$ cat src/core/tcs_pkg.sv
// Package: constants and carriers for the torque cutoff supervisor
package tcs_pkg;

   // -----------------------------------------------------------------
   // Timing
   // -----------------------------------------------------------------
   localparam int CLK_HZ = 10_000_000;
   localparam int CHECK_MIN_MS = 11;
   localparam int CHECK_MAX_MS = 100;
   localparam int BLINK_HALF_MS = 250;
   localparam int CYC_PER_MS = CLK_HZ / 1000;
   localparam int BLINK_HALF_CYC = BLINK_HALF_MS * CYC_PER_MS;
   localparam int DELAY_W = 7;
   localparam int MS_CNT_W = 14;
   localparam int BLINK_W = 22;

   // -----------------------------------------------------------------
   // Modes and reset sources
   // -----------------------------------------------------------------
   localparam logic MODE_CUTOFF = 1'h0;
   localparam logic MODE_ALARM_SHUTDOWN = 1'h1;
   localparam logic [1:0] RST_SRC_ALARM_CLEAR = 2'h0;
   localparam logic [1:0] RST_SRC_STOP_CMD = 2'h1;
   localparam logic [1:0] RST_SRC_CUTOFF_RESET = 2'h2;

   // Supervisor states
   typedef enum logic [2:0] {
      TCS_NORMAL = 3'h0,
      TCS_CUTOFF = 3'h1,
      TCS_WAIT_STOP = 3'h2,
      TCS_WAIT_RELEASE = 3'h3,
      TCS_ALARM = 3'h4
   } tcs_state_e;

   // Synchronised field inputs travel together
   typedef struct packed {
      logic stop_a;
      logic stop_b;
      logic alarm_clear;
      logic stop_cmd;
      logic cutoff_reset;
   } tcs_inputs_s;

   localparam int IN_W = $bits(tcs_inputs_s);

   // Status outputs travel together
   typedef struct packed {
      logic excitation;
      logic stop_monitor;
      logic circuit_alarm;
      logic ready;
      logic direct_ready;
      logic pulse_ready;
      logic indicator;
   } tcs_status_s;

endpackage

$ cat src/core/tcs_sync.sv
// Two-stage synchroniser bank for asynchronous field inputs
`timescale 1ns/10ps
module tcs_sync #(
   parameter int WIDTH = 5
) (
   input wire logic clk_sys, // System clock
   input wire logic reset_n, // Asynchronous reset, active low
   input wire logic [WIDTH-1:0] async_in, // Raw pin levels
   output logic [WIDTH-1:0] sync_out // Levels safe to use
);

   // -----------------------------------------------------------------
   // Per-bit two flop chain
   // -----------------------------------------------------------------
   genvar gi;
   generate
      for (gi = 0; gi < WIDTH; gi++) begin : g_bit
         logic meta_reg;
         // First stage is only read by the second stage
         always_ff @(posedge clk_sys or negedge reset_n) begin
            if (!reset_n) begin
               meta_reg <= 1'h0;
               sync_out[gi] <= 1'h0;
            end else begin
               meta_reg <= async_in[gi];
               sync_out[gi] <= meta_reg;
            end
         end
      end
   endgenerate

endmodule // tcs_sync

$ cat src/core/tcs_supervisor.sv
// Dual-channel torque cutoff supervisor with recovery sequencing
// How it works
// - Both stops off: cut torque, monitor on
// - One stop off: monitor off, alarm if delay valid
// - Both on again: cutoff exit follows cutoff mode select
// - Mode 0: configured reset rising edge exits if no alarm is latched
// - Any stop off: reset edge ignored
// - Mode 1: only alarm clear edge exits
// - Stop command then restores motor excitation
// - Stop command release raises three readies
// - Indicator blinks green during cutoff
`timescale 1ns/10ps
module tcs_supervisor #(
   parameter int BLINK_HALF = tcs_pkg::BLINK_HALF_CYC, // Indicator half period
   parameter int MS_CYCLES = tcs_pkg::CYC_PER_MS // Cycles per millisecond
) (
   input wire logic clk_sys, // System clock, 10 MHz
   input wire logic reset_n, // Asynchronous reset, active low
   input wire logic safety_stop_in_a, // Redundant stop A, high = ON
   input wire logic safety_stop_in_b, // Redundant stop B, high = ON
   input wire logic alarm_clear_in, // Alarm clear, rising edge acts
   input wire logic stop_cmd_in, // Stop command input
   input wire logic cutoff_reset_in, // Dedicated cutoff reset input
   input wire logic cutoff_mode_select, // 0 cutoff mode, 1 alarm-shutdown
   input wire logic [1:0] cutoff_reset_source, // Signal used as reset action
   input wire logic [6:0] check_delay_ms, // Dual-channel check delay
   output logic motor_excitation_out, // High lets power reach the motor
   output logic stop_monitor_out, // Monitor, high = ON
   output logic torque_cutoff, // High while in cutoff state
   output logic circuit_alarm_out, // Emergency stop circuit alarm
   output logic ready_out, // General ready
   output logic direct_cmd_ready_out, // Direct command ready
   output logic pulse_cmd_ready_out, // Pulse command ready
   output logic power_alarm_indicator // Green indicator drive
);

   // -----------------------------------------------------------------
   // Input synchronisation
   // -----------------------------------------------------------------
   tcs_pkg::tcs_inputs_s raw_in;
   tcs_pkg::tcs_inputs_s syn_in;
   tcs_pkg::tcs_inputs_s prev_reg;
   logic [tcs_pkg::IN_W-1:0] syn_bits;

   assign raw_in = '{stop_a: safety_stop_in_a, stop_b: safety_stop_in_b,
                     alarm_clear: alarm_clear_in, stop_cmd: stop_cmd_in,
                     cutoff_reset: cutoff_reset_in};

   tcs_sync #(.WIDTH(tcs_pkg::IN_W)) u_sync (
      .clk_sys(clk_sys),
      .reset_n(reset_n),
      .async_in(raw_in),
      .sync_out(syn_bits)
   );
   assign syn_in = syn_bits;

   // Previous synchronised levels for edge detection
   always_ff @(posedge clk_sys or negedge reset_n) begin
      if (!reset_n) begin
         prev_reg <= '0;
      end else begin
         prev_reg <= syn_in;
      end
   end

   logic [2:0] warm_reg;
   logic sync_ready;

   // Sync flops and edge history reset to OFF, not to the pins' idle level;
   // decisions wait until both carry real pin values, else reset fakes a cutoff
   always_ff @(posedge clk_sys or negedge reset_n) begin
      if (!reset_n) begin
         warm_reg <= '0;
      end else begin
         warm_reg <= {warm_reg[1:0], 1'h1};
      end
   end
   assign sync_ready = warm_reg[2];

   // -----------------------------------------------------------------
   // Level and edge decode
   // -----------------------------------------------------------------
   logic both_on;
   logic both_off;
   logic one_off;
   logic clear_edge;
   logic stop_fall;
   logic stop_rise;
   logic reset_edge;
   logic delay_valid;

   assign both_on = syn_in.stop_a & syn_in.stop_b;
   assign both_off = ~syn_in.stop_a & ~syn_in.stop_b;
   assign one_off = syn_in.stop_a ^ syn_in.stop_b;
   assign clear_edge = syn_in.alarm_clear & ~prev_reg.alarm_clear;
   assign stop_rise = syn_in.stop_cmd & ~prev_reg.stop_cmd;
   assign stop_fall = ~syn_in.stop_cmd & prev_reg.stop_cmd;
   assign delay_valid = (check_delay_ms >= 7'(tcs_pkg::CHECK_MIN_MS)) &&
                        (check_delay_ms <= 7'(tcs_pkg::CHECK_MAX_MS));

   // Configured reset action picks one of the synchronised inputs
   always_comb begin
      unique case (cutoff_reset_source)
         tcs_pkg::RST_SRC_ALARM_CLEAR: reset_edge = clear_edge;
         tcs_pkg::RST_SRC_STOP_CMD: reset_edge = stop_rise;
         tcs_pkg::RST_SRC_CUTOFF_RESET:
            reset_edge = syn_in.cutoff_reset & ~prev_reg.cutoff_reset;
         default: reset_edge = 1'h0;
      endcase
   end

   // -----------------------------------------------------------------
   // Dual-channel mismatch timer, one tick per millisecond
   // -----------------------------------------------------------------
   logic [tcs_pkg::MS_CNT_W-1:0] ms_cnt_reg;
   logic [tcs_pkg::DELAY_W-1:0] mis_ms_reg;
   logic mismatch_due;

   // Counts only while channels disagree, so a clean pair never alarms
   always_ff @(posedge clk_sys or negedge reset_n) begin
      if (!reset_n) begin
         ms_cnt_reg <= '0;
         mis_ms_reg <= '0;
      end else if (!one_off) begin
         ms_cnt_reg <= '0;
         mis_ms_reg <= '0;
      end else if (ms_cnt_reg == tcs_pkg::MS_CNT_W'(MS_CYCLES - 1)) begin
         ms_cnt_reg <= '0;
         if (mis_ms_reg != '1) begin
            mis_ms_reg <= mis_ms_reg + 7'h01;
         end
      end else begin
         ms_cnt_reg <= ms_cnt_reg + 14'h0001;
      end
   end
   assign mismatch_due = one_off && delay_valid && (mis_ms_reg >= check_delay_ms);

   // -----------------------------------------------------------------
   // Supervisor state machine
   // -----------------------------------------------------------------
   tcs_pkg::tcs_state_e state_reg;
   tcs_pkg::tcs_state_e state_next;
   logic alarm_reg;

   always_comb begin
      state_next = state_reg;
      unique case (state_reg)
         tcs_pkg::TCS_NORMAL: begin
            if (both_off) begin
               state_next = tcs_pkg::TCS_CUTOFF;
            end else if (mismatch_due) begin
               state_next = tcs_pkg::TCS_ALARM;
            end
         end
         tcs_pkg::TCS_CUTOFF: begin
            // A mismatch here only sets the sticky alarm; no exit with a stop OFF
            if (!both_on) begin
               state_next = tcs_pkg::TCS_CUTOFF;
            end else if (cutoff_mode_select == tcs_pkg::MODE_ALARM_SHUTDOWN) begin
               if (clear_edge) begin
                  state_next = tcs_pkg::TCS_WAIT_STOP;
               end
            end else if (reset_edge && !alarm_reg) begin
               state_next = tcs_pkg::TCS_WAIT_STOP;
            end
         end
         tcs_pkg::TCS_WAIT_STOP: begin
            if (both_off) begin
               state_next = tcs_pkg::TCS_CUTOFF;
            end else if (mismatch_due) begin
               state_next = tcs_pkg::TCS_ALARM;
            end else if (both_on && syn_in.stop_cmd) begin
               state_next = tcs_pkg::TCS_WAIT_RELEASE;
            end
         end
         tcs_pkg::TCS_WAIT_RELEASE: begin
            if (both_off) begin
               state_next = tcs_pkg::TCS_CUTOFF;
            end else if (mismatch_due) begin
               state_next = tcs_pkg::TCS_ALARM;
            end else if (stop_fall) begin
               state_next = tcs_pkg::TCS_NORMAL;
            end
         end
         tcs_pkg::TCS_ALARM: begin
            if (both_off) begin
               state_next = tcs_pkg::TCS_CUTOFF;
            end else if (clear_edge && both_on) begin
               state_next = tcs_pkg::TCS_WAIT_STOP;
            end
         end
         default: state_next = tcs_pkg::TCS_CUTOFF;
      endcase
      // Hold the state until the sync pipe and edge history hold real levels
      if (!sync_ready) begin
         state_next = state_reg;
      end
   end

   always_ff @(posedge clk_sys or negedge reset_n) begin
      if (!reset_n) begin
         state_reg <= tcs_pkg::TCS_NORMAL;
      end else begin
         state_reg <= state_next;
      end
   end

   // Alarm is sticky: a new mismatch wins over a clear in the same cycle
   always_ff @(posedge clk_sys or negedge reset_n) begin
      if (!reset_n) begin
         alarm_reg <= 1'h0;
      end else if (mismatch_due) begin
         alarm_reg <= 1'h1;
      end else if (clear_edge && both_on) begin
         alarm_reg <= 1'h0;
      end
   end

   // -----------------------------------------------------------------
   // Indicator blink divider
   // -----------------------------------------------------------------
   logic [tcs_pkg::BLINK_W-1:0] blink_cnt_reg;
   logic blink_reg;

   // Free running so the blink phase is independent of entry time
   always_ff @(posedge clk_sys or negedge reset_n) begin
      if (!reset_n) begin
         blink_cnt_reg <= '0;
         blink_reg <= 1'h0;
      end else if (blink_cnt_reg == tcs_pkg::BLINK_W'(BLINK_HALF - 1)) begin
         blink_cnt_reg <= '0;
         blink_reg <= ~blink_reg;
      end else begin
         blink_cnt_reg <= blink_cnt_reg + 22'h000001;
      end
   end

   // -----------------------------------------------------------------
   // Registered outputs, decoded from next state and live levels
   // -----------------------------------------------------------------
   tcs_pkg::tcs_status_s st_next;
   logic in_cut;
   logic runs;

   always_comb begin
      in_cut = (state_next == tcs_pkg::TCS_CUTOFF);
      runs = (state_next == tcs_pkg::TCS_NORMAL);
      // Excitation needs both channels ON; any OFF removes it at once
      st_next.excitation = both_on && (runs || state_next == tcs_pkg::TCS_WAIT_RELEASE);
      st_next.stop_monitor = both_off && sync_ready;
      st_next.circuit_alarm = alarm_reg || mismatch_due;
      st_next.ready = runs && both_on;
      st_next.direct_ready = runs && both_on;
      st_next.pulse_ready = runs && both_on;
      st_next.indicator = in_cut ? blink_reg : 1'h1;
   end

   always_ff @(posedge clk_sys or negedge reset_n) begin
      if (!reset_n) begin
         motor_excitation_out <= 1'h0;
         stop_monitor_out <= 1'h0;
         torque_cutoff <= 1'h0;
         circuit_alarm_out <= 1'h0;
         ready_out <= 1'h0;
         direct_cmd_ready_out <= 1'h0;
         pulse_cmd_ready_out <= 1'h0;
         power_alarm_indicator <= 1'h0;
      end else begin
         motor_excitation_out <= st_next.excitation;
         stop_monitor_out <= st_next.stop_monitor;
         torque_cutoff <= in_cut;
         circuit_alarm_out <= st_next.circuit_alarm;
         ready_out <= st_next.ready;
         direct_cmd_ready_out <= st_next.direct_ready;
         pulse_cmd_ready_out <= st_next.pulse_ready;
         power_alarm_indicator <= st_next.indicator;
      end
   end

endmodule // tcs_supervisor

$ cat config.mk
export PLATFORM = sky130hd
export DESIGN_NAME = tcs_supervisor
export DESIGN_NICKNAME = d
export VERILOG_FILES = /design/src/core/tcs_pkg.sv /design/src/core/tcs_sync.sv /design/src/core/tcs_supervisor.sv
export SDC_FILE = /design/constraint.sdc
export NUM_CORES = 1
export LEC_CHECK = 0
export BUFFER_PORTS_ARGS = -buffer_cell sky130_fd_sc_hd__buf_2
export CAP_MARGIN = 20
export CORE_UTILIZATION = 44
export DETAILED_ROUTE_END_ITERATION = 16
export GPL_TIMING_DRIVEN = 0
export SLEW_MARGIN = 10
export SYNTH_ARGS = -nofsm -noshare
export SYNTH_HDL_FRONTEND = slang
export SYNTH_HIERARCHICAL = 1
export SYNTH_SLANG_ARGS = --single-unit
$ cat constraint.sdc
create_clock -name clk_sys -period 5.7 [get_ports clk_sys]
set_input_delay 1.425 -clock clk_sys [delete_from_list [all_inputs] [get_ports clk_sys]]
set_output_delay 1.425 -clock clk_sys [all_outputs]
set_load 0.005 [all_outputs]
# Yosys cells after proc, flatten, opt, wreduce, memory -nomap -nowiden
# Cells that the tools add are included.
# totals
input_bits	17
register_bits	70
# op_classes
n_mux	26
order_cmp	3
bitwise_logic	14
add_sub_neg	3
n_reduce_logical	17
n_eq_ne	13
# ops
cell	count
2-to-1 mux 3 bit	15
2-to-1 mux 14 bit	2
adder 22 x 1 -> 22 bit, second input constant	1
equality test 22 bit, second input constant	1
2-to-1 mux 22 bit	1
2-to-1 mux 7 bit	3
case mux 3 bit (5 select lines)	1
adder 14 x 1 -> 14 bit, second input constant	1
equality test 14 bit, second input constant	1
equality test 3 x 2 -> 1 bit, second input constant	3
logical AND 1 bit	9
adder 7 x 1 -> 7 bit, second input constant	1
greater-or-equal comparator 7 x 4 -> 1 bit, second input constant	1
greater-or-equal comparator 7 bit	1
less-or-equal comparator 7 bit, second input constant	1
inequality test 7 bit, second input constant	1
NOT 1 bit	7
AND 1 bit	6
equality test 3 x 1 -> 1 bit, second input constant	2
zero test 3 bit	2
inequality test 2 x 1 -> 1 bit, second input constant	2
equality test 3 bit, second input constant	1
2-to-1 mux 1 bit	3
case mux 1 bit (3 select lines)	1
8 further kinds	9

# Longest topological paths before layout
# Gate-level depths: netlist of the first run.
# logic_depth
ltp_word	12
mapped_depth	9
mapped_depth_nobuf	9

# Cells and area by module
# Netlist of the first run, hierarchy kept.
# by_module_without_submodules
mod	cells_each	area_each_um2	instances	seq_area_each_um2
tcs_supervisor	296	2986.6	1	1501.4
tcs_sync	10	250.2	1	250.2

# Worst setup path before layout of the first run
# No wires, ideal clock.
# synth_timing
kind	input port to flip-flop
startpoint	in check_delay_ms[5]
endpoint	reg power_alarm_indicator
n_path_buf	0
setup_slack_ns	2.227
path_stages	8
t_required_ns	5.561
setup_ns	0.139
t_arrival_ns	3.335
cell_sequence	inv_1 -> ha_1 -> a21o_1 -> a221o_1 -> a31o_1 -> a2111oi_4 -> nor2_2 -> or4_4
# synth_rtl
element	line	text
start: declaration	tcs_supervisor.sv:26	input wire logic [6:0] check_delay_ms,
end signal: assignment	tcs_supervisor.sv:276	power_alarm_indicator <= st_next.indicator;
end: declaration	tcs_supervisor.sv:34	output logic power_alarm_indicator

==> metrics.md, run 1 <==
| Metric | Value |
|---|---|
| F_max | 298 MHz |
| Worst EP required | approximately 6 ns |
| Post-DR vias/cell | 4.98 |
| Synth Instances | around 300 |
| DRT Pass-1 Iters | 4 |
| Clock Tree Root | clkbuf_8 |
| Dpl hpwl | 3800 um |
| Worst setup path class | primary input to register |
| Post-synth net total | about 340 |
| Netlist Area Pre-Place | between 3000 and 4000 sq um |
| Initial antenna violation count | 0 |
| Post-CTS sizing | 0 |
| WP data arrival | approximately 3.6 ns |
| Share of power burned in registers | 51.6% |
| Number of global-route vias before repair | 2035 |
| YS warnings | 6 |
| Primary FF master, synth | dfrtp_1 |
| Clock network fraction of total power | 38.4% |
| TritonCTS clock tree | built |
| DRC Markers | 0 |
| CTS Buf Count | 9 |
| Asr flop ratio synth | 100% |
| Top cell type's share of synthesized area | 54.1% |
| Die width | slightly below 90 um |
| CTS Hold Bufs | 0 |
| RSZ-0062 raised after global routing | no |
| Endpoints failing setup | 0 |
| Setup crit end kind | register |
| Worst r2r src | mis_ms_reg[5]$_DFFE_PN0P_ |
| Syn Area/Cell | approximately 11 sq um |
| Worst Skew | around 0.0095 ns |
| Maxcap violations | 0 |
| Ant. Diodes | 0 |
| Final hold vios | 0 |
| Comb pwr share | between 10% and 20% |
| IO Count | 25 |
| Yosys reg bits | 70 |
| Clock transition at path regs | roughly 0.08 ns |
| Die Y-Extent | ~90 um |
| Wl on met1 | around 2700 um |
| Metal2 WL | 2460 um |
| Largest stage delay, worst path | between 0.4 and 0.5 ns |
| Global-route wire length before repair | roughly 9400 um |
| Routed wire per std cell | between 10 and 15 um |
| Routed vias | 2205 |
| EDFF count, synth | 0 |
| Final Wtd Congestion | between 0.8 and 0.9 |
| Port Buffers | 24 |
| CORE AREA | roughly 6900 sq um |
| R2R Setup Slk | 3.17 ns |
| Routed WL | 5380 um |
| Pwr per Cell Area | ~280 nW/um^2 |
| Share of cells above drive strength 1 | between 10% and 20% |
| CP bufs+invs | 2 |
| Placed Cells | 427 |
| Hold Path End | u_sync/sync_out[0]$_DFF_PN0_ |
| Final non-filler cell total | 443 |
| Crit Reg-Reg Endpoint | power_alarm_indicator$_DFF_PN0_ |
| Largest register FFs | 22 |
| Highest Signal Layer | met4 |
| Outcome | complete, no violations |
| NetSw | 266 uW |
| Initial Util | between 40% and 50% |
| CP max-delay cell | or4_4 |
| CTS sink count | 70 |
| Peak VDD IR | roughly 130 uV |
| Worst slew pin tran | around 0.57 ns |
| Area grow syn2layout | 14.5% |
| Sw Share | between 20 and 30% |
| Worst-case reg-to-reg path depth | 7 |
| Sequential fraction of the synthesis area | a little over half |
| Slew Viols, Final | 0 |
| Die ar. | roughly 7700 sq um |
| Area contributors post-synth | dfrtp_1, ha_1, xnor2_1 |
| Max FO, Critical Path | 3 |
| Util after Layout | 53.4% |
| Hold path startpoint | u_sync/g_bit[0].meta_reg$_DFF_PN0_ |
| Hold path depth | 0 |
| Largest net degree at the start of global routing | 54 |
| Detailed router's first-iteration violation count | slightly below 90 |
| Area leader, netlist | dfrtp_1 |
| Crit path max-delay family | compound AO/OA/AOI/OAI gates |
| CTS HTree Levels | 3 |
| Post-DRT Antenna Nets | 0 |
| CP Cell Sequence | buf_2 > inv_1 > ha_1 > a21o_1 > a221o_1 > a31o_1 > a2111oi_4 > nor2_2 > or4_4 |
| WL met3 | about 150 um |
| Worst-Skew Late Latency | about 0.34 ns |
| Worst slew margin | approximately 62% |
| Global-route usage over all layers | 16.2% |
| Min cycle time layout | 3.35 ns |
| GRT overflow | 0 |
| Startpoint Class | primary input |
| Internal power | 766 uW |
| Setup TNS | 0 ns |
| FP Rows | 30 |
| CTS Buffer Depth | 2 |
| Hold Path Class | register to register |
| Yosys cell types | 48 |
| Fin crit share | approximately three fifths |
| LEAKAGE | between 0.0015 and 0.002 uW |
| Final nets | between 300 and 400 |
| Hold Slack | 0.352 ns |
| Postcts setup bufs | 0 |
[how the worst max path moves through the flow]
stage                 startpoint                         endpoint  slack, ns  cells past startpoint
2_1_floorplan  check_delay_ms[5]  power_alarm_indicator$_DFF_PN0_       2.23                      8
3_3_place_gp   check_delay_ms[5]  power_alarm_indicator$_DFF_PN0_       2.00                      9
3_5_place_dp   check_delay_ms[5]  power_alarm_indicator$_DFF_PN0_       1.99                      9
4_1_cts        check_delay_ms[5]  power_alarm_indicator$_DFF_PN0_       2.36                      9
5_1_grt        check_delay_ms[5]  power_alarm_indicator$_DFF_PN0_       2.29                      9
6_report       check_delay_ms[5]  power_alarm_indicator$_DFF_PN0_       2.35                      9
[cell usage after synthesis (all sizes together), types with 4 or more instances]
| cell | count |
|---|---|
| xor2 | 16 |
| and3 | 13 |
| nor3 | 9 |
| and2 | 6 |
| nand2b | 7 |
| o21ai | 12 |
| nand4 | 8 |
| a21oi | 5 |
| nand2 | 23 |
| inv | 18 |
| nor2 | 31 |
| nand3 | 17 |
| clkbuf | 4 |
| xnor2 | 17 |
| ha | 12 |
| dfrtp | 70 |
[logic make-up after synthesis]
group | Yosys count | share of synthesized area, %
compound gates | 36 | 8.27
xor+xnor | 33 | 8.93
fa+ha+maj | 12 | 4.64
buf+inv | 24 | 3.01
flops | 70 | 54.1
mux | 2 | 0.619
other cells | 1 | 0.116
simple gates | 128 | 20.3
[placed cells by master, fill, tap and decap left out, types with 4 or more instances in the layout]
master	netlist	final
a21oi_1	5	5
and2_1	6	6
and3_1	12	12
buf_2	0	23
clkbuf_1	4	4
clkbuf_8	0	9
dfrtp_1	70	70
ha_1	12	12
inv_1	18	18
nand2_1	23	23
nand2b_1	7	7
nand3_1	17	17
nand4_1	8	8
nor2_1	30	30
nor3_1	9	9
o21ai_0	10	10
xnor2_1	17	17
xor2_1	16	16
[metrics by stage]
stage | total power, uW | setup WS (ns) | area [sq um]
floorplan | 604 | 2.23 | 3240
global placement | 642 | 2.00 | 3480
detailed placement | 647 | 1.99 | 3510
CTS | 1050 | 2.36 | 3700
global route | 1080 | 2.29 | 3700
finish | 1030 | 2.35 | 3700
[layer usage]
layer / up-vias / global-route usage (%)
li1: 1122 / -
met1: 1041 / 21.5
met2: 32 / 24.0
met3: 10 / 3.96
met4: 0 / 9.39
met5: - / 0
[cell type report]
cell class | count | area, sq um
plain buffers | 6 | 30.0
clock buffers | 9 | 124
clock inverters | 7 | 73.8
fillers | 609 | 3240
inverters | 18 | 67.6
multi-input cells | 212 | 1390
flip-flops and latches | 70 | 1750
well taps | 96 | 120
repair buffers | 25 | 150
[power by group through the flow]
| stage | Sequential (uW) | Combinational, uW | Clock, uW |
|---|---|---|---|
| 6_report | 532 | 103 | 396 |
| 5_1_grt | 536 | 119 | 429 |
| 4_1_cts | 532 | 105 | 411 |
| 3_5_place_dp | 542 | 105 | 0 |
| 3_3_place_gp | 542 | 100 | 0 |
| 2_1_floorplan | 540 | 64.2 | 0 |
(Power assumes the default switching activity.)
==> inputs of run 2 (changes only) <==
==> constraint.sdc (replaced) <==
create_clock -name clk_sys -period 2.7 [get_ports clk_sys]
set_input_delay 0.675 -clock clk_sys [delete_from_list [all_inputs] [get_ports clk_sys]]
set_output_delay 0.675 -clock clk_sys [all_outputs]
set_load 0.005 [all_outputs]
==> run 2 against run 1 <==
Against the previous run:
- first-iteration DRC count is 43% higher
- clock skew down 0.00081 ns
- routed wire length rose by 5.1%
- sequential share of layout area is 0.79 points lower
- design area grew 1.7%
- largest power group unchanged
- hold slack worse by 0.14 ns
- critical path type is now register to register
- combinational power grew 120%
- critical path depth decreased by 2
- clock power grew 120%
- register-to-register slack lost 3.1 ns
- clock-buffer cell count unchanged
- non-clock buffer count unchanged
==> metrics.md, run 2 (same netlist as run 1, synthesis figures left out) <==
| Metric | Value |
|---|---|
| Outcome | complete, no violations |
| Die ar. | approximately 7700 sq um |
| RSZ-0062 raised after global routing | no |
| Hold Slack | roughly 0.21 ns |
| Detailed router's first-iteration violation count | roughly 130 |
| Largest register FFs | 22 |
| Worst slew margin | 57.8% |
| Area after DPL | 3560 sq um |
| Global-route wire length before repair | between 9000 and 10000 um |
| GR Util met1 | roughly a quarter |
| NetSw | between 500 and 600 uW |
| Post-DRT Antenna Nets | 0 |
| LEAKAGE | roughly 0.0018 uW |
| Internal power | 1630 uW |
| Grt peak-use layer | met2 |
| Setup crit start | mis_ms_reg[4]$_DFFE_PN0P_ |
| Worst-Skew Late Latency | 0.35 ns |
| Clock Tree Root | clkbuf_8 |
| Post-DR vias/cell | between 5 and 6 |
| Crit Reg-Reg Endpoint | power_alarm_indicator$_DFF_PN0_ |
| Worst EP required | 2.92 ns |
| GRT overflow | 0 |
| Share of cells above drive strength 1 | between 10% and 20% |
| Routed vias | ~2200 |
| TritonCTS clock tree | built |
| Area of the multi-input gates | ~1400 sq um |
| Hold Path Class | primary input to asynchronous set/reset pin |
| Fin crit share | 96.5% |
| Worst setup path class | register to register |
| Worst r2r src | mis_ms_reg[4]$_DFFE_PN0P_ |
| Most frequent cells in the layout | dfrtp_1, nor2_1, nand2_1, buf_2 |
| GR Util met3 | approximately 3.1% |
| CTS HTree Levels | 3 |
| Design Area, Final | about 3800 sq um |
| Final hold vios | 0 |
| Worst Skew | 0.00865 ns |
| Initial Util | between 40% and 50% |
| F_max | about 380 MHz |
| Maxcap violations | 0 |
| Slew Viols, Final | 0 |
| DRT Pass-1 Iters | 4 |
| Global-route usage over all layers | 17.1% |
| CTS Buf Count | 9 |
| R2R Setup Slk | a little over 0.09 ns |
| Max FO, Critical Path | 4 |
| Pwr per Cell Area | 587 nW/um^2 |
| CORE AREA | ~7000 sq um |
| Comb pwr share | between 10 and 15% |
| Dpl hpwl | between 4000 and 5000 um |
| CTS Hold Bufs | 0 |
| Area grow syn2layout | 16.4% |
| Reg area | 1750 sq um |
| Startpoint Class | register |
| DRC Markers | 0 |
| Post-CTS sizing | 0 |
| Die Y-Extent | approximately 88 um |
| Clock transition at path regs | approximately 0.08 ns |
| Postcts setup bufs | 0 |
| Largest net degree at the start of global routing | 51 |
| Total Power | 2210 uW |
| GR Util met2 | between 20% and 30% |
| Die width | roughly 90 um |
| Ant. Diodes | 0 |
| Share of power burned in registers | between 50% and 60% |
| Min cycle time layout | about 2.6 ns |
| Worst slew pin tran | 0.628 ns |
| CTS sink count | 70 |
| Routed WL | 5660 um |
| Final nets | 371 |
| Number of global-route vias before repair | 2115 |
| Worst-case reg-to-reg path depth | 7 |
| Endpoints failing setup | 0 |
| Routed wire per std cell | about 13 um |
| Final Wtd Congestion | slightly above 0.8 |
| Fillers | slightly above 600 |
| FP Rows | 30 |
| IO Count | 25 |
| Peak VDD IR | about 210 uV |
| Sw Share | 26.4% |
| Setup crit end kind | register |
| WP data arrival | ~2.8 ns |
| Initial antenna violation count | 0 |
| Most common cell after layout, fill and taps aside | dfrtp_1 |
| Clock network fraction of total power | 39.0% |
| CTS Buffer Depth | 2 |
| Port Buffers | 24 |
## run 2: cell count changes in the layout (fill, tap and decap cells not counted)
cell,before,now
inv_8,0,1
inv_1,18,15
clkinvlp_4,1,2
and3_4,0,1
inv_6,1,4
clkinv_2,2,0
ha_4,0,3
ha_1,12,9
clkinv_4,2,1
inv_4,0,1
and3_2,1,0
## run 2: stage by stage
| step | setup TNS (ns) | instances | utilization (%) | worst slack (ns) |
|---|---|---|---|---|
| 6_report | 0 | 443 | 54.3 | 0.0936 |
| 5_1_grt | 0 | 443 | 54.3 | 0.00780 |
| 4_1_cts | 0 | 443 | 54.3 | 0.0925 |
| 3_5_place_dp | -0.260 | 427 | 51.3 | -0.260 |
| 3_3_place_gp | -0.248 | 426 | 50.9 | -0.248 |
| 2_1_floorplan | 0 | 306 | - | 0.000346 |
## run 2: metal layers
layer,wire [um],share of wire (%)
met1,2880,51
met2,2490,44
met3,174,3.1
met4,116,2.0
met5,0,0
## run 2: area by class of cell
type / count / area share [%]
tap: 96 / 3.19
clock inverter: 7 / 2.13
buffer: 6 / 0.797
sequential: 70 / 46.5
inverter: 18 / 2.19
multi-input combinational: 212 / 37.9
timing repair buffer: 25 / 3.99
clock buffer: 9 / 3.29
## run 2: worst max-delay path by stage
stage / end / slack (ns) / cells past startpoint
finish: power_alarm_indicator$_DFF_PN0_ / 0.09 / 7
global route: power_alarm_indicator$_DFF_PN0_ / 0.008 / 7
CTS: power_alarm_indicator$_DFF_PN0_ / 0.09 / 7
detailed placement: power_alarm_indicator$_DFF_PN0_ / -0.26 / 9
global placement: power_alarm_indicator$_DFF_PN0_ / -0.25 / 9
floorplan: power_alarm_indicator$_DFF_PN0_ / 0.0003 / 8
## run 2: worst max-delay path: stages, from the launching register on
cell and delay [ns]:
dfrtp_1 0.45, ha_4 0.26, and3_4 0.17, a221o_1 0.28
a31o_1 0.24, a2111oi_4 0.43, nor2_2 0.10, or4_4 0.54
## run 2: power groups by stage
stage	combinational (uW)	sequential (uW)	clock [uW]
finish	223	1120	864
global route	256	1130	923
CTS	228	1120	891
detailed placement	228	1150	0
global placement	218	1140	0
floorplan	139	1140	0
==> inputs of run 3 (changes only) <==
--- a/config.mk
+++ b/config.mk
@@ -5,11 +5,11 @@
 export SDC_FILE = /design/constraint.sdc
 export NUM_CORES = 1
 export LEC_CHECK = 0
-export BUFFER_PORTS_ARGS = -buffer_cell sky130_fd_sc_hd__buf_2
-export CAP_MARGIN = 20
+export BUFFER_PORTS_ARGS = -buffer_cell sky130_fd_sc_hd__buf_4
 export CORE_UTILIZATION = 44
 export DETAILED_ROUTE_END_ITERATION = 16
 export GPL_TIMING_DRIVEN = 0
+export SKIP_CTS_REPAIR_TIMING = 1
 export SLEW_MARGIN = 10
 export SYNTH_ARGS = -nofsm -noshare
 export SYNTH_HDL_FRONTEND = slang
==> run 3 against run 2 <==
Against the previous run:
- sequential power hardly changed
- sequential share of layout area is 0.37 points lower
- core utilization is 0.43 points higher
- die area stayed put
- worst setup slack better by 0.069 ns
- via count is 1.1% lower
- maximum frequency is 2.7% higher
- register-to-register slack better by 0.07 ns
- largest power group unchanged
==> metrics.md, run 3 (same netlist as run 1, synthesis figures left out) <==
| Metric | Value |
|---|---|
| DRT Pass-1 Iters | 4 |
| F_max | approximately 400 MHz |
| DRC Markers | 0 |
| Global-route usage over all layers | 16.3% |
| TritonCTS clock tree | built |
| Hold Path Class | register to register |
| Most common cell after layout, fill and taps aside | dfrtp_1 |
| Initial Util | between 40% and 50% |
| Outcome | complete, no violations |
| Port Buffers | 24 |
| LEAKAGE | 0.00178 uW |
| Final non-filler cell total | roughly 440 |
| Final Wtd Congestion | about 0.78 |
| Maxcap violations | 0 |
| Worst-Skew Late Latency | about 0.35 ns |
| Slew Viols, Final | 0 |
| Routed wire per std cell | 12.5 um |
| Clock transition at path regs | roughly 0.08 ns |
| Die width | approximately 90 um |
| Post-DRT Antenna Nets | 0 |
| CTS Buffer Depth | 2 |
| Worst slew margin | between 40% and 50% |
| Worst Skew | around 0.014 ns |
| Ant. Diodes | 0 |
| Fillers | around 630 |
| Die ar. | 7700 sq um |
| Placed Cells | ~430 |
| Design Area, Final | 3800 sq um |
| Worst EP required | between 2 and 3 ns |
| Share of cells above drive strength 1 | ~16% |
| Most frequent cells in the layout | dfrtp_1, nor2_1, buf_4 |
| Max FO, Critical Path | 4 |
| GRT overflow | 0 |
| Worst slew pin tran | approximately 0.86 ns |
| Routed WL | roughly 5500 um |
| WP data arrival | ~2.8 ns |
| Largest net degree at the start of global routing | just over 70 |
| Reg area | 1750 sq um |
| Setup crit end kind | register |
| CTS HTree Levels | 3 |
| Fin crit share | between 90% and 100% |
| Die Y-Extent | roughly 90 um |
| Number of global-route vias before repair | 2127 |
| Area of the multi-input gates | 1430 sq um |
| Clock Tree Root | clkbuf_8 |
| Hold Slack | between 0.3 and 0.4 ns |
| Largest register FFs | 22 |
| Dpl hpwl | 3870 um |
| IO Count | 25 |
| Final nets | between 300 and 400 |
| Detailed router's first-iteration violation count | 108 |
| Startpoint Class | register |
| Endpoints failing setup | 0 |
| Post-DR vias/cell | 5.00 |
| CTS Buf Count | 9 |
| Min cycle time layout | roughly 2.5 ns |
| Peak VDD IR | 277 uV |
| Area after DPL | between 3000 and 4000 sq um |
| Pwr per Cell Area | between 500 and 600 nW/um^2 |
| Global-route wire length before repair | 9570 um |
| CORE AREA | between 6000 and 7000 sq um |
| Routed vias | 2208 |
| RSZ-0062 raised after global routing | no |
| Worst setup path class | register to register |
| Final hold vios | 0 |
| CTS sink count | 70 |
| Initial antenna violation count | 0 |
| FP Rows | 30 |
| Area grow syn2layout | 17.3% |
## run 3: cell count changes in the layout (fill, tap and decap cells not counted)
cell and delta:
buf_2 -23, buf_4 +23, buf_16 -1
## run 3: routing by layer
metal / track usage, % / vias up / part of all wire, %
met5: 0 / - / 0
li1: - / 1116 / -
met4: 6.71 / 0 / 1.9
met1: 21.5 / 1050 / 50
met3: 3.96 / 10 / 3.2
met2: 25.9 / 32 / 45
## run 3: metrics by stage
stage / setup slack, ns / utilization [%] / TNS [ns] / total power (uW)
after floorplan: 0.000346 / - / 0 / 1280
after global placement: -0.234 / 51.7 / -0.234 / 1380
after detailed placement: -0.253 / 51.7 / -0.253 / 1380
after CTS: 0.0949 / 54.7 / 0 / 2250
after global routing: 0.0413 / 54.7 / 0 / 2330
final: 0.163 / 54.7 / 0 / 2220
## run 3: critical path, cell delays in order, from the launching register on
cell,delay [ns]
dfrtp_1,0.45
ha_4,0.26
and3_4,0.17
a221o_1,0.29
a31o_1,0.24
a2111oi_4,0.36
nor2_2,0.09
or4_4,0.53
## run 3: area by class of cell
cell class,instances,share of cell area [%]
timing repair buffer,24,4.74
tap,96,3.16
clock inverter,7,2.11
buffer,6,0.791
inverter,18,2.17
sequential,70,46.1
multi-input combinational,212,37.6
clock buffer,9,3.26
## run 3: path summary, 6_finish.rpt
kind	start	end	slack, ns	cells after the start
worst max-delay path	mis_ms_reg[4]$_DFFE_PN0P_	power_alarm_indicator$_DFF_PN0_	0.16	7
min in group asynchronous	reset_n	mis_ms_reg[1]$_DFFE_PN0P_	0.42	1
worst max register to register	mis_ms_reg[4]$_DFFE_PN0P_	power_alarm_indicator$_DFF_PN0_	0.16	7
worst min-delay path	warm_reg[0]$_DFF_PN0_	warm_reg[1]$_DFF_PN0_	0.34	0
worst min register to register	warm_reg[0]$_DFF_PN0_	warm_reg[1]$_DFF_PN0_	0.34	0
max in group asynchronous	reset_n	blink_cnt_reg[0]$_DFF_PN0_	1.69	1
## run 3: power breakdown
part           switching (uW)  internal (uW)  leakage (uW)
Combinational             129            104      0.000772
Sequential               29.2           1100      0.000908
Clock                     422            437     0.0000968
